$ cat src/grc_pkg.sv
package grc_pkg;

    // Register byte addresses on the serial control interface.
    localparam logic [7:0] OFF_STATUS    = 8'h50;
    localparam logic [7:0] OFF_CONTROL   = 8'h56;
    localparam logic [7:0] OFF_PINS_0_1  = 8'h58;
    localparam logic [7:0] OFF_PINS_2_3  = 8'h59;
    localparam logic [7:0] OFF_PIN_4     = 8'h5A;
    localparam logic [7:0] OFF_RAIL_A    = 8'h5D;
    localparam logic [7:0] OFF_RAIL_B    = 8'h5E;

    localparam logic [7:0] RST_CONTROL   = 8'h00;
    localparam logic [7:0] RST_PINS      = 8'h00;
    localparam logic [3:0] RST_PIN_4     = 4'h0;
    localparam logic [7:0] RST_RAIL      = 8'h00;
    localparam logic [7:0] RD_UNMAPPED   = 8'h00;

    localparam int NUM_PINS   = 5;
    localparam int PIN_0      = 0;
    localparam int PIN_1      = 1;
    localparam int PIN_2      = 2;
    localparam int PIN_3      = 3;
    localparam int PIN_4      = 4;
    localparam int NIB_W      = 4;
    localparam int STATUS_PAD = 8 - NUM_PINS;
    localparam int PIN4_PAD   = 8 - NIB_W;

    // Field positions in the control register.
    localparam int CTL_DEB_LSB    = 0;
    localparam int CTL_DEB_MSB    = 2;
    localparam int CTL_SLEW_A_LSB = 3;
    localparam int CTL_SLEW_A_MSB = 4;
    localparam int CTL_SLEW_B_LSB = 5;
    localparam int CTL_SLEW_B_MSB = 6;

    // Pin function codes.
    localparam logic [1:0] FUNC_INPUT  = 2'h0;
    localparam logic [1:0] FUNC_TRACK  = 2'h1;
    localparam logic [1:0] FUNC_OD_OUT = 2'h2;
    localparam logic [1:0] FUNC_PP_OUT = 2'h3;

    // Pin selector codes for rail control.
    localparam logic [1:0] SEL_NONE = 2'h0;
    localparam logic [1:0] SEL_P1   = 2'h1;
    localparam logic [1:0] SEL_P2   = 2'h2;
    localparam logic [1:0] SEL_P3   = 2'h3;

    // Timing.
    localparam real CLK_MHZ     = 25.0;
    localparam real DEB_T1_MS   = 0.1;
    localparam real DEB_T2_MS   = 1.0;
    localparam real DEB_T3_MS   = 10.0;
    localparam real DEB_T4_MS   = 50.0;
    localparam real DEB_T5_MS   = 250.0;
    localparam real DEB_T6_MS   = 500.0;
    localparam real DEB_T7_MS   = 1000.0;
    localparam int unsigned DEB_C1 = int'($ceil(DEB_T1_MS * 1000.0 * CLK_MHZ));
    localparam int unsigned DEB_C2 = int'($ceil(DEB_T2_MS * 1000.0 * CLK_MHZ));
    localparam int unsigned DEB_C3 = int'($ceil(DEB_T3_MS * 1000.0 * CLK_MHZ));
    localparam int unsigned DEB_C4 = int'($ceil(DEB_T4_MS * 1000.0 * CLK_MHZ));
    localparam int unsigned DEB_C5 = int'($ceil(DEB_T5_MS * 1000.0 * CLK_MHZ));
    localparam int unsigned DEB_C6 = int'($ceil(DEB_T6_MS * 1000.0 * CLK_MHZ));
    localparam int unsigned DEB_C7 = int'($ceil(DEB_T7_MS * 1000.0 * CLK_MHZ));
    localparam int DEB_CNT_W = 25;

    localparam real STEP_T0_US = 4.0;
    localparam real STEP_T1_US = 2.0;
    localparam real STEP_T2_US = 1.0;
    localparam real STEP_T3_US = 0.5;
    localparam int unsigned STEP_CYC [4] = '{
        int'($floor(STEP_T0_US * CLK_MHZ)),
        int'($floor(STEP_T1_US * CLK_MHZ)),
        int'($floor(STEP_T2_US * CLK_MHZ)),
        int'($floor(STEP_T3_US * CLK_MHZ))
    };
    localparam int STEP_CNT_W = 7;

    typedef logic [DEB_CNT_W-1:0] grc_deb_cnt_type;

    typedef struct packed {
        logic       we;
        logic       re;
        logic [7:0] addr;
        logic [7:0] wdata;
    } grc_bus_req_type;

    typedef struct packed {
        logic       mode;
        logic       polarity;
        logic [1:0] func;
    } grc_pin_cfg_type;

    typedef struct packed {
        logic       reserved;
        logic [1:0] volt_pin_sel;
        logic       volt_set_sel;
        logic       pulldown_off;
        logic [1:0] enable_pin_sel;
        logic       on;
    } grc_rail_ctrl_type;

    // Maps a two-bit selector onto a pin index; SEL_NONE returns index 0 and is gated by caller.
    function automatic int grc_pin_of(input logic [1:0] sel, input int p1, input int p2,
                                      input int p3);
        int idx;
        idx = 0;
        unique case (sel)
            SEL_NONE: idx = 0;
            SEL_P1:   idx = p1;
            SEL_P2:   idx = p2;
            SEL_P3:   idx = p3;
        endcase
        return idx;
    endfunction

endpackage

$ cat src/grc_top.sv
`timescale 1ns/1ns
// How it works
// - Input 0 polarity bit: cleared means active low, set means active high.
// - Input 0 function: 00 plain input, 01 tracking enable, 1x reserved.
// - Pins 2 and 3 function: 00 input, 10 open drain, 11 push pull.
// - For an input pin the mode bit turns debouncing on or off.
// - For an output pin the mode bit drives active or passive level.
// - Pins 2 and 3 polarity sets active level for input and output use.
// - Pin 4 is input only; upper four register bits are unused.
// - Voltage pin selector: 00 none, 01 pin 1, 10 pin 2, 11 pin 4.
// - Active-to-passive selects set A, passive-to-active selects set B.
// - Rail transitions use the controlling pin's own polarity bit.
// - Voltage select bit: cleared ramps to set A, set ramps to set B.
// - Pull-down disable bit: cleared keeps pull-down on while rail is off, once out of reset.
// - Rail A enabled on pin passive-to-active, disabled on active-to-passive.
// - Rail A enable bit: cleared disables, set enables.
// - Rail B uses the same pin-edge enable scheme as rail A.
// - Shared debounce code: none, 0.1, 1, 10, 50, 250, 500, 1000 ms.
// - Rail ramp steps 10 mV per interval of 4.0 down to 0.5 us; the fastest code counts 12 cycles, 0.48 us at 25 MHz.
module grc_top
    import grc_pkg::*;
#(
    parameter int unsigned DEB_CYC_1 = DEB_C1,
    parameter int unsigned DEB_CYC_2 = DEB_C2,
    parameter int unsigned DEB_CYC_3 = DEB_C3,
    parameter int unsigned DEB_CYC_4 = DEB_C4,
    parameter int unsigned DEB_CYC_5 = DEB_C5,
    parameter int unsigned DEB_CYC_6 = DEB_C6,
    parameter int unsigned DEB_CYC_7 = DEB_C7
)(
    input  wire logic            clk,
    input  wire logic            rstn,
    input  grc_bus_req_type      bus_req,
    output logic [7:0]           reg_rdata,
    input  wire logic            pin0_in,
    input  wire logic            pin1_in,
    input  wire logic            pin2_in,
    output logic                 pin2_out,
    output logic                 pin2_oe_n,
    input  wire logic            pin3_in,
    output logic                 pin3_out,
    output logic                 pin3_oe_n,
    input  wire logic            pin4_in,
    output logic                 track_en,
    output logic                 rail_a_on,
    output logic                 rail_a_volt_set_sel,
    output logic                 rail_a_pulldown_on,
    output logic                 rail_a_ramp_step,
    output logic                 rail_b_on,
    output logic                 rail_b_volt_set_sel,
    output logic                 rail_b_pulldown_on,
    output logic                 rail_b_ramp_step
);
    localparam int unsigned DEB_TABLE [8] = '{
        0, DEB_CYC_1, DEB_CYC_2, DEB_CYC_3, DEB_CYC_4, DEB_CYC_5, DEB_CYC_6, DEB_CYC_7
    };

    logic [7:0]          control_r;
    logic [7:0]          pins01_r;
    logic [7:0]          pins23_r;
    logic [NIB_W-1:0]    pin4_r;
    logic [7:0]          rdata_r;
    logic                track_r;
    logic                pin2_out_r;
    logic                pin2_oe_n_r;
    logic                pin3_out_r;
    logic                pin3_oe_n_r;

    grc_pin_cfg_type     pin_cfg [NUM_PINS];
    logic [NUM_PINS-1:0] pin_raw;
    logic [NUM_PINS-1:0] pin_lvl;
    logic [NUM_PINS-1:0] pin_is_in;
    logic [NUM_PINS-1:0] pin_act;
    logic [NUM_PINS-1:0] pin_deb_on;
    grc_deb_cnt_type     deb_limit;
    logic [2:0]          deb_code;

    logic                wr_control;
    logic                wr_pins01;
    logic                wr_pins23;
    logic                wr_pin4;
    logic                wr_rail_a;
    logic                wr_rail_b;
    logic [7:0]          rdata_nxt;

    grc_rail_ctrl_type   rail_a_ctrl;
    grc_rail_ctrl_type   rail_b_ctrl;
    logic                p2_drive_lvl;
    logic                p3_drive_lvl;
    logic                p2_od;
    logic                p3_od;
    logic                p2_pp;
    logic                p3_pp;

    // Write decode.
    assign wr_control = bus_req.we && (bus_req.addr == OFF_CONTROL);
    assign wr_pins01  = bus_req.we && (bus_req.addr == OFF_PINS_0_1);
    assign wr_pins23  = bus_req.we && (bus_req.addr == OFF_PINS_2_3);
    assign wr_pin4    = bus_req.we && (bus_req.addr == OFF_PIN_4);
    assign wr_rail_a  = bus_req.we && (bus_req.addr == OFF_RAIL_A);
    assign wr_rail_b  = bus_req.we && (bus_req.addr == OFF_RAIL_B);

    always_ff @(posedge clk) begin
        if (!rstn) begin
            control_r <= RST_CONTROL;
            pins01_r  <= RST_PINS;
            pins23_r  <= RST_PINS;
            pin4_r    <= RST_PIN_4;
        end else begin
            if (wr_control) begin
                control_r <= bus_req.wdata;
            end
            if (wr_pins01) begin
                pins01_r <= bus_req.wdata;
            end
            if (wr_pins23) begin
                pins23_r <= bus_req.wdata;
            end
            if (wr_pin4) begin
                pin4_r <= bus_req.wdata[NIB_W-1:0];
            end
        end
    end

    // Per-pin configuration nibbles.
    assign pin_cfg[PIN_0] = grc_pin_cfg_type'(pins01_r[NIB_W-1:0]);
    assign pin_cfg[PIN_1] = grc_pin_cfg_type'(pins01_r[2*NIB_W-1:NIB_W]);
    assign pin_cfg[PIN_2] = grc_pin_cfg_type'(pins23_r[NIB_W-1:0]);
    assign pin_cfg[PIN_3] = grc_pin_cfg_type'(pins23_r[2*NIB_W-1:NIB_W]);
    assign pin_cfg[PIN_4] = grc_pin_cfg_type'(pin4_r);

    assign pin_raw = {pin4_in, pin3_in, pin2_in, pin1_in, pin0_in};

    // Only pins 2 and 3 can drive; any other code, reserved ones included, leaves a pin an input.
    assign pin_is_in[PIN_0] = 1'b1;
    assign pin_is_in[PIN_1] = 1'b1;
    assign pin_is_in[PIN_2] = !pin_cfg[PIN_2].func[1];
    assign pin_is_in[PIN_3] = !pin_cfg[PIN_3].func[1];
    assign pin_is_in[PIN_4] = 1'b1;

    assign deb_code  = control_r[CTL_DEB_MSB:CTL_DEB_LSB];
    assign deb_limit = grc_deb_cnt_type'(DEB_TABLE[deb_code]);

    genvar k;
    generate
        for (k = 0; k < NUM_PINS; k++) begin : g_pin
            assign pin_deb_on[k] = pin_is_in[k] && pin_cfg[k].mode;
            // Active means an input pin's level equals its polarity bit; a pin set to drive is never active.
            assign pin_act[k] = pin_is_in[k]
                                && (pin_lvl[k] == pin_cfg[k].polarity);

            grc_debounce #(
                .CNT_W (DEB_CNT_W)
            ) u_deb (
                .clk     (clk),
                .rstn    (rstn),
                .pin_raw (pin_raw[k]),
                .deb_on  (pin_deb_on[k]),
                .limit   (deb_limit),
                .level   (pin_lvl[k])
            );
        end
    endgenerate

    // Output drive for pins 2 and 3.
    assign p2_drive_lvl = pin_cfg[PIN_2].mode ? pin_cfg[PIN_2].polarity
                                              : !pin_cfg[PIN_2].polarity;
    assign p3_drive_lvl = pin_cfg[PIN_3].mode ? pin_cfg[PIN_3].polarity
                                              : !pin_cfg[PIN_3].polarity;
    assign p2_od = pin_cfg[PIN_2].func == FUNC_OD_OUT;
    assign p3_od = pin_cfg[PIN_3].func == FUNC_OD_OUT;
    assign p2_pp = pin_cfg[PIN_2].func == FUNC_PP_OUT;
    assign p3_pp = pin_cfg[PIN_3].func == FUNC_PP_OUT;

    // Open drain only ever pulls low; a high level is left to the external pull-up.
    always_ff @(posedge clk) begin
        if (!rstn) begin
            pin2_out_r  <= 1'b0;
            pin2_oe_n_r <= 1'b1;
            pin3_out_r  <= 1'b0;
            pin3_oe_n_r <= 1'b1;
        end else begin
            pin2_out_r  <= p2_pp && p2_drive_lvl;
            pin2_oe_n_r <= !(p2_pp || (p2_od && !p2_drive_lvl));
            pin3_out_r  <= p3_pp && p3_drive_lvl;
            pin3_oe_n_r <= !(p3_pp || (p3_od && !p3_drive_lvl));
        end
    end

    assign pin2_out  = pin2_out_r;
    assign pin2_oe_n = pin2_oe_n_r;
    assign pin3_out  = pin3_out_r;
    assign pin3_oe_n = pin3_oe_n_r;

    always_ff @(posedge clk) begin
        if (!rstn) begin
            track_r <= 1'b0;
        end else begin
            track_r <= (pin_cfg[PIN_0].func == FUNC_TRACK) && pin_act[PIN_0];
        end
    end

    assign track_en = track_r;

    grc_rail #(
        .STEP_W (STEP_CNT_W)
    ) u_rail_a (
        .clk         (clk),
        .rstn        (rstn),
        .wr_en       (wr_rail_a),
        .wr_data     (bus_req.wdata),
        .pin_act     (pin_act),
        .slew_code   (control_r[CTL_SLEW_A_MSB:CTL_SLEW_A_LSB]),
        .ctrl        (rail_a_ctrl),
        .pulldown_on (rail_a_pulldown_on),
        .ramp_step   (rail_a_ramp_step)
    );

    grc_rail #(
        .STEP_W (STEP_CNT_W)
    ) u_rail_b (
        .clk         (clk),
        .rstn        (rstn),
        .wr_en       (wr_rail_b),
        .wr_data     (bus_req.wdata),
        .pin_act     (pin_act),
        .slew_code   (control_r[CTL_SLEW_B_MSB:CTL_SLEW_B_LSB]),
        .ctrl        (rail_b_ctrl),
        .pulldown_on (rail_b_pulldown_on),
        .ramp_step   (rail_b_ramp_step)
    );

    assign rail_a_on           = rail_a_ctrl.on;
    assign rail_a_volt_set_sel = rail_a_ctrl.volt_set_sel;
    assign rail_b_on           = rail_b_ctrl.on;
    assign rail_b_volt_set_sel = rail_b_ctrl.volt_set_sel;

    // Read selection; the status word shows the conditioned pin levels.
    assign rdata_nxt =
        (bus_req.addr == OFF_STATUS)   ? {{STATUS_PAD{1'b0}}, pin_lvl} :
        (bus_req.addr == OFF_CONTROL)  ? control_r :
        (bus_req.addr == OFF_PINS_0_1) ? pins01_r :
        (bus_req.addr == OFF_PINS_2_3) ? pins23_r :
        (bus_req.addr == OFF_PIN_4)    ? {{PIN4_PAD{1'b0}}, pin4_r} :
        (bus_req.addr == OFF_RAIL_A)   ? 8'(rail_a_ctrl) :
        (bus_req.addr == OFF_RAIL_B)   ? 8'(rail_b_ctrl) :
                                         RD_UNMAPPED;

    always_ff @(posedge clk) begin
        if (!rstn) begin
            rdata_r <= RD_UNMAPPED;
        end else if (bus_req.re) begin
            rdata_r <= rdata_nxt;
        end
    end

    assign reg_rdata = rdata_r;

endmodule

$ cat src/grc_debounce.sv
`timescale 1ns/1ns
module grc_debounce
    import grc_pkg::*;
#(
    parameter int CNT_W = DEB_CNT_W
)(
    input  wire logic             clk,
    input  wire logic             rstn,
    input  wire logic             pin_raw,
    input  wire logic             deb_on,
    input  wire logic [CNT_W-1:0] limit,
    output logic                  level
);
    logic             sync1_r;
    logic             sync2_r;
    logic             level_r;
    logic [CNT_W-1:0] cnt_r;
    logic             same;
    logic             done;

    assign same  = sync2_r == level_r;
    // The level is taken once it has differed from the held value for limit cycles.
    assign done  = !deb_on || (limit == '0) || (cnt_r >= limit - CNT_W'(1));
    assign level = level_r;

    always_ff @(posedge clk) begin
        if (!rstn) begin
            sync1_r <= 1'b0;
            sync2_r <= 1'b0;
        end else begin
            sync1_r <= pin_raw;
            sync2_r <= sync1_r;
        end
    end

    always_ff @(posedge clk) begin
        if (!rstn) begin
            level_r <= 1'b0;
            cnt_r   <= '0;
        end else if (same) begin
            cnt_r   <= '0;
        end else if (done) begin
            level_r <= sync2_r;
            cnt_r   <= '0;
        end else begin
            cnt_r   <= cnt_r + CNT_W'(1);
        end
    end

endmodule

$ cat src/grc_rail.sv
`timescale 1ns/1ns
module grc_rail
    import grc_pkg::*;
#(
    parameter int STEP_W = STEP_CNT_W
)(
    input  wire logic                clk,
    input  wire logic                rstn,
    input  wire logic                wr_en,
    input  wire logic [7:0]          wr_data,
    input  wire logic [NUM_PINS-1:0] pin_act,
    input  wire logic [1:0]          slew_code,
    output grc_rail_ctrl_type        ctrl,
    output logic                     pulldown_on,
    output logic                     ramp_step
);
    grc_rail_ctrl_type   ctrl_r;
    grc_rail_ctrl_type   ctrl_nxt;
    grc_rail_ctrl_type   wr_ctrl;
    logic [NUM_PINS-1:0] act_d_r;
    logic                armed_r;
    logic                pd_r;
    logic                step_r;
    logic [STEP_W-1:0]   step_cnt_r;
    logic [STEP_W-1:0]   step_last;
    int                  en_idx;
    int                  v_idx;
    logic                en_rise;
    logic                en_fall;
    logic                v_rise;
    logic                v_fall;
    logic                on_sw;
    logic                vsel_sw;

    assign wr_ctrl = grc_rail_ctrl_type'(wr_data);
    assign en_idx  = grc_pin_of(ctrl_r.enable_pin_sel, PIN_0, PIN_1, PIN_3);
    assign v_idx   = grc_pin_of(ctrl_r.volt_pin_sel, PIN_1, PIN_2, PIN_4);
    // Edges are ignored for the first cycle after reset so a pin resting active does not count.
    assign en_rise = armed_r && (ctrl_r.enable_pin_sel != SEL_NONE)
                     && pin_act[en_idx] && !act_d_r[en_idx];
    assign en_fall = armed_r && (ctrl_r.enable_pin_sel != SEL_NONE)
                     && !pin_act[en_idx] && act_d_r[en_idx];
    assign v_rise  = armed_r && (ctrl_r.volt_pin_sel != SEL_NONE)
                     && pin_act[v_idx] && !act_d_r[v_idx];
    assign v_fall  = armed_r && (ctrl_r.volt_pin_sel != SEL_NONE)
                     && !pin_act[v_idx] && act_d_r[v_idx];
    assign on_sw   = wr_en ? wr_ctrl.on : ctrl_r.on;
    assign vsel_sw = wr_en ? wr_ctrl.volt_set_sel : ctrl_r.volt_set_sel;

    // A pin edge in the same cycle as a write wins over the written bit.
    always_comb begin
        ctrl_nxt              = wr_en ? wr_ctrl : ctrl_r;
        ctrl_nxt.reserved     = 1'b0;
        ctrl_nxt.on           = en_rise ? 1'b1 : (en_fall ? 1'b0 : on_sw);
        ctrl_nxt.volt_set_sel = v_rise ? 1'b1 : (v_fall ? 1'b0 : vsel_sw);
    end

    assign step_last   = STEP_W'(STEP_CYC[slew_code] - 1);
    assign ctrl        = ctrl_r;
    assign pulldown_on = pd_r;
    assign ramp_step   = step_r;

    always_ff @(posedge clk) begin
        if (!rstn) begin
            ctrl_r  <= grc_rail_ctrl_type'(RST_RAIL);
            act_d_r <= '0;
            armed_r <= 1'b0;
            pd_r    <= 1'b0;
        end else begin
            ctrl_r  <= ctrl_nxt;
            act_d_r <= pin_act;
            armed_r <= 1'b1;
            pd_r    <= !ctrl_nxt.on && !ctrl_nxt.pulldown_off;
        end
    end

    always_ff @(posedge clk) begin
        if (!rstn) begin
            step_cnt_r <= '0;
            step_r     <= 1'b0;
        end else if (step_cnt_r >= step_last) begin
            step_cnt_r <= '0;
            step_r     <= 1'b1;
        end else begin
            step_cnt_r <= step_cnt_r + STEP_W'(1);
            step_r     <= 1'b0;
        end
    end

endmodule

$ cat config.mk
export PLATFORM = sky130hd
export DESIGN_NAME = grc_top
export DESIGN_NICKNAME = d
export VERILOG_FILES = /design/src/grc_pkg.sv /design/src/grc_top.sv /design/src/grc_debounce.sv /design/src/grc_rail.sv
export SDC_FILE = /design/constraint.sdc
export NUM_CORES = 1
export LEC_CHECK = 0
export BUFFER_PORTS_ARGS = -buffer_cell sky130_fd_sc_hd__buf_2
export CAP_MARGIN = 20
export CORE_AREA = 2 2 163 165
export CTS_CLUSTER_SIZE = 24
export DETAILED_ROUTE_END_ITERATION = 8
export DIE_AREA = 0 0 165 167
export MAX_ROUTING_LAYER = met4
export PLACE_DENSITY = 0.7
export SYNTH_ARGS = -nofsm -noshare
export SYNTH_HDL_FRONTEND = slang
export SYNTH_SLANG_ARGS = --single-unit
$ cat constraint.sdc
create_clock -name clk -period 5.7 [get_ports clk]
set_input_delay 0.855 -clock clk [delete_from_list [all_inputs] [get_ports clk]]
set_output_delay 0.855 -clock clk [all_outputs]
set_load 0.01 [all_outputs]
==> impl_metrics.toml, run 1 <==
[setup_path]
slowest_delay_ns = 0.44
worst_path_most_repeated_cell = "ha_1"
reg2reg_from = "control_r[0]"
critical_path_class = "reg2reg"
rrSetupSlack_ns = 0.45
worst_setup_path_start_kind = "flip-flop"
cp.required_ns = 6.11
r2r_cells = 22
path_buf_inv = 2
crit_chain = "inv_1 -> ha_1 -> nand2_1 -> ha_1 -> nand2b_1 -> o32ai_1 -> nand2_1 -> or3_1 -> nand2b_1 -> nor2_1 -> a21oi_1 -> o21a_1 -> ha_1 -> nand4_1 -> or2_2 -> a2111oi_0 -> o2111ai_1 -> a2111oi_2 -> or4_1 -> or3_1 -> buf_6 -> nor2_1"
worst-endpoint-arrival_ns = 5.66
endpoint_kind = "flip-flop"
cp_slowest_cell = "dfxtp_1"
r2r-end = "g_pin[2].u_deb.cnt_r[8]"
crit_fanout = 25
crit_family = "simple AND/OR/NAND/NOR gates"

[global_routing]
grt_pass1_wl_um = 55300
grt_max_degree = 37
antenna_found_initial = 0
grt_usage_pct = 25.8
gr-total-overflow = 0
grt_pass1_vias = 10587

[power_and_ir_drop]
clkPwrFrac_pct = 51.1
switching_power_uw = 749
p_comb_share_pct = 3.3
leakagePower_uw = 0.00613
internal_power_uw = 2680
cellPowerDensity_nw_per_um2 = 235
power_frac_seq_pct = 45.5
ir_drop_uv = 227
switching_share_pct = 21.9
power_uw = 3420

[floorplanning]
die_y_um = 167
start_util_pct = 50.6
io_pins = 46
core_sq_um = 25800
rows = 59
dieArea_sq_um = 27600
die_w_um = 165

[clock_tree]
hold_buffers = 0
cts_buffers = 25
ctsLongestPathBuffers = 3
htreeDepth = 1
path_clk_slew_ns = 0.06
cts_root_buffer = "clkbuf_16"
clock_latency_ns = 0.54
cts_tree = "done"
clkSinkCount = 219

[cells_and_area]
syn2layout_area_growth_pct = 11.6
num-nets-final = 1726
diodes = 0
layout-drive-gt1-share_pct = 9.81

[synth]
yosys.area.top_type = "dfxtp_1"
avgSynthCellArea_sq_um = 8.48
synthArstFlopShare_pct = 0
synth_ff_type = "dfxtp_1"
syn_inst = 1538
synth_edf_count = 0
yosys.area.top_type_share_pct = 33.6
synth_area_sq_um = 13000
seq_area_frac_synth_pct = 33.6
synth.most_common_cell = "nor2_1"
synthTopCellsByCount = "nor2_1 (238), dfxtp_1 (219), ha_1 (120)"
yosys-top-cells-area = "dfxtp_1 (34%), ha_1 (12%), nor2_1 (6.9%)"
ys_seq_elements = 219
ys_warn_count = 0
ys_types = 79

[sta]
hold_viol = 0
grt_setup_unrepaired = "no"
fin_crit_sh_pct = 92.1
tns_ns = 0
finalClockSkew_ns = 0.0166
slew_violations = 0
slew_headroom_pct = 29.6
setup_viol = 0
worstMarginPinSlew_ns = 1.05
maxClockFrequency_ghz = 0.191
fin_crit_ns = 5.25

[routing]
vias_per_cell = 5.73
wirelength_um = 34100
drtAntennaViolNets = 0
wl_per_cell_um = 17.6
firstDrtPassIters = 5
route.detailed.drc = 0
num_vias = 11092
drtIter0Drc = 710

[worst_hold_path]
hold_path.class = "reg2reg"
whs_endpoint = "g_pin[1].u_deb.sync2_r"
min_from = "g_pin[1].u_deb.sync1_r"
hold_depth = 1

[status]
status = "finished clean"

[place]
gp_congestion = 0.926
hpwl_um = 24300
io_buffer_count = 45

[run]
drv_cap = 0
-- power groups by stage --
| stage | logic, uW | clock network [uW] | registers, uW |
|---|---|---|---|
| after detailed placement | 112 | 0 | 1590 |
| after CTS | 113 | 1780 | 1560 |
| after global routing | 126 | 1830 | 1560 |
| after global placement | 110 | 0 | 1590 |
| after floorplan | 69.8 | 0 | 1590 |
| final | 114 | 1750 | 1560 |
-- registers in the layout (all words and copies together), names as in the netlist, 7 cells and up --
register / count
control_r: 8
g_pin.u_deb.cnt_r: 125
pins01_r: 8
pins23_r: 8
reg_rdata: 8
u_rail_a.ctrl: 7
u_rail_a.step_cnt_r: 7
u_rail_b.ctrl: 7
u_rail_b.step_cnt_r: 7
-- per-layer routing --
| layer | global-route usage [%] | share of wire, % |
|---|---|---|
| met1 | 34.8 | 47 |
| met2 | 39.8 | 45 |
| met3 | 2.76 | 4.7 |
| met4 | 9.53 | 4.1 |
| met5 | - | 0 |
-- layout by cell type, fill, tap and decap left out, types with 6 or more instances in the layout --
cell type	Yosys	layout
nor2b_1	10	10
maj3_1	9	9
buf_2	12	45
o22ai_1	6	6
nand3_1	94	94
o211ai_1	12	12
and3_1	35	35
a21o_1	19	19
ha_1	120	120
nor4_1	16	16
nand2b_1	16	16
nand4_1	21	21
inv_1	46	46
nor2_1	238	238
or3_1	11	11
nor3b_1	6	6
a31oi_1	15	15
xnor2_1	65	65
nand2_1	105	105
xor2_1	95	95
and2_1	18	18
dfxtp_1	219	219
a211oi_1	11	11
o31ai_1	6	6
nor2_2	10	10
buf_4	0	30
o21ai_0	46	45
nor3_1	20	20
clkbuf_16	0	25
a21oi_1	67	67
mux2i_1	35	35
-- repair_timing --
item / CTS / global route
setup buffers: 0 / 2
resized for setup: 0 / 3
endpoints found under the setup margin: 0 / 25
-- logic make-up (layout without fill, tap and decap cells) --
group           after synthesis  count (layout)  synth area share [%]
buf+inv                     109             170                  3.60
fa+ha+maj                   132             132                  12.5
compound gates              246             246                  12.8
mux                          41              41                  3.55
flops                       219             219                  33.6
xor+xnor                    160             160                  10.7
other cells                   1               2                0.0288
simple gates                630             630                  23.2
-- worst max-delay path by stage --
stage | startpoint | endpoint | depth (start not counted)
6_report | control_r[0] | g_pin[2].u_deb.cnt_r[8] | 22
5_1_grt | control_r[0] | g_pin[2].u_deb.cnt_r[8] | 22
4_1_cts | control_r[0] | g_pin[2].u_deb.cnt_r[8] | 22
3_5_place_dp | control_r[0] | g_pin[2].u_deb.cnt_r[8] | 22
3_3_place_gp | control_r[0] | g_pin[2].u_deb.cnt_r[4] | 20
2_1_floorplan | control_r[0] | g_pin[2].u_deb.cnt_r[19] | 26
-- stage by stage --
step | std cells | cell area, sq um | hold WS [ns] | setup WS (ns) | utilization, %
after CTS | 1932 | 14500 | 0.439 | 0.293 | 56.3
after detailed placement | 1886 | 13600 | 0.421 | 0.319 | 52.9
final | 1935 | 14600 | 0.437 | 0.452 | 56.5
after floorplan | 1539 | 13000 | 0.412 | 0.262 | -
after global routing | 1935 | 14600 | 0.468 | 0.0266 | 56.5
after global placement | 1886 | 13600 | 0.420 | 0.481 | 52.9
-- final cells by class --
| type | count | area, sq um |
|---|---|---|
| clock buffers | 34 | 699 |
| clock inverters | 12 | 194 |
| fillers | 2311 | 11200 |
| inverters | 47 | 176 |
| multi-input cells | 1211 | 8200 |
| flip-flops and latches | 219 | 4380 |
| well taps | 335 | 419 |
| repair buffers | 77 | 477 |
Note: power is estimated with default switching activity, not from simulation.
==> inputs of run 2 (changes only) <==
PLACE_DENSITY = 0.8   (was 0.7)
==> impl_metrics.toml, run 2 (same netlist as run 1, synthesis figures left out) <==
[floorplanning]
die_w_um = 165
core_sq_um = 25800
start_util_pct = 50.6
io_pins = 46
dieArea_sq_um = 27600
die_y_um = 167
rows = 59

[routing]
drtIter0Drc = 878
num_vias = 11275
wl_per_cell_um = 17.5
firstDrtPassIters = 4
vias_per_cell = 5.85
route.detailed.drc = 0
wirelength_um = 33700
drtAntennaViolNets = 0

[global_routing]
grt_max_degree = 55
grt_pass1_vias = 10808
gr-total-overflow = 0
grt_usage_pct = 25.3
antenna_found_initial = 0
grt_pass1_wl_um = 55100

[place]
gp_congestion = 0.992
io_buffer_count = 45
hpwl_um = 24300

[setup_path]
critical_path_class = "reg2reg"
worst_setup_path_start_kind = "flip-flop"
crit_fanout = 25
slowest_delay_ns = 0.49
endpoint_kind = "flip-flop"
cp.required_ns = 6.11
crit_family = "simple AND/OR/NAND/NOR gates"
cp_slowest_cell = "dfxtp_1"
crit_chain = "inv_1 -> ha_1 -> nor3b_1 -> o221a_2 -> nand2_1 -> or3_1 -> nand2b_1 -> nor2_1 -> a21oi_1 -> o21a_1 -> ha_1 -> nand4_1 -> or2_2 -> a2111oi_0 -> o2111ai_1 -> a2111oi_0 -> or4_1 -> or3_1 -> buf_6 -> nor2_1"
worst-endpoint-arrival_ns = 5.75
path_buf_inv = 2

[power_and_ir_drop]
cellPowerDensity_nw_per_um2 = 233
leakagePower_uw = 0.00610
ir_drop_uv = 258

[sta]
grt_setup_unrepaired = "no"
slew_violations = 0
fin_crit_sh_pct = 93.7
maxClockFrequency_ghz = 0.187
hold_viol = 0
tns_ns = 0
finalClockSkew_ns = 0.0114
setup_viol = 0
worstMarginPinSlew_ns = 1.17
fin_crit_ns = 5.34
slew_headroom_pct = 21.8

[cells_and_area]
layout_common_cells = "nor2_1 (238), dfxtp_1 (219), ha_1 (120)"
fillers = 2248
diodes = 0
final_util_pct = 56.2
multi_input_area_sq_um = 8200
syn2layout_area_growth_pct = 11.2
layout-drive-gt1-share_pct = 9.60
regArea_sq_um = 4380
largest_reg_flops = 125
num-nets-final = 1721
layout_commonest_cell = "nor2_1"
max_flop_register = "g_pin.u_deb.cnt_r"

[clock_tree]
cts_tree = "done"
cts_buffers = 25
hold_buffers = 0
clkSinkCount = 219
clock_latency_ns = 0.53
htreeDepth = 1
ctsLongestPathBuffers = 3
path_clk_slew_ns = 0.06
cts_root_buffer = "clkbuf_16"

[status]
status = "finished clean"

[worst_hold_path]
hold_path.class = "reg2reg"

[run]
drv_cap = 0
run 2: cell count changes in the layout (fill, tap and decap cells not counted), sizes merged:
cell / change
buf: -5
bufinv: -1
clkbuf: -1
clkinv: +2
clkinvlp: -1
inv: -1
run 2: what timing repair did:
action | CTS | global route
buffers inserted | 0 | 2
resized for setup | 0 | 2
endpoints found under the setup margin | 0 | 64
run 2: through the flow:
stage | power [uW] | hold slack (ns) | std cells | instance area [sq um] | setup slack, ns
2_1_floorplan | 1660 | 0.412 | 1539 | 13000 | 0.262
3_3_place_gp | 1700 | 0.417 | 1881 | 13600 | 0.349
3_5_place_dp | 1710 | 0.417 | 1881 | 13600 | 0.209
4_1_cts | 3390 | 0.430 | 1925 | 14500 | 0.182
5_1_grt | 3470 | 0.442 | 1928 | 14500 | 0.0556
6_report | 3380 | 0.431 | 1928 | 14500 | 0.358
run 2: worst reg2reg max path, stage by stage (launching register included):
cell and delay [ns]:
dfxtp_1 0.49, inv_1 0.19, ha_1 0.45, nor3b_1 0.30
o221a_2 0.28, nand2_1 0.15, or3_1 0.37, nand2b_1 0.17
nor2_1 0.09, a21oi_1 0.04, o21a_1 0.29, ha_1 0.35
nand4_1 0.15, or2_2 0.33, a2111oi_0 0.32, o2111ai_1 0.19
a2111oi_0 0.40, or4_1 0.20, or3_1 0.13, buf_6 0.25
nor2_1 0.10
run 2: final timing paths:
check	slack [ns]	end	start	depth (start not counted)
hold reg to reg	0.43	g_pin[1].u_deb.sync2_r	g_pin[1].u_deb.sync1_r	1
setup / recovery	0.36	g_pin[2].u_deb.cnt_r[4]	control_r[1]	20
hold / removal	0.43	g_pin[1].u_deb.sync2_r	g_pin[1].u_deb.sync1_r	1
setup reg to reg	0.36	g_pin[2].u_deb.cnt_r[4]	control_r[1]	20
run 2: report_power, final:
group | internal (uW) | switching, uW | leakage [uW]
Clock | 1060 | 648 | 0.000434
Combinational | 42.8 | 72.1 | 0.00390
Sequential | 1550 | 13.3 | 0.00177
run 2: cell type report:
class | count | share of cell area (%)
well taps | 335 | 2.89
multi-input cells | 1211 | 56.6
repair buffers | 72 | 3.03
clock buffers | 33 | 4.94
clock inverters | 11 | 1.11
flip-flops and latches | 219 | 30.3
inverters | 47 | 1.22
run 2: layer usage:
layer	vias up	global-route usage, %	wire length (um)
met5	-	-	0
met4	0	7.26	803
met3	61	3.66	2430
met2	388	40.0	15700
met1	5328	33.7	14800
li1	5498	-	-
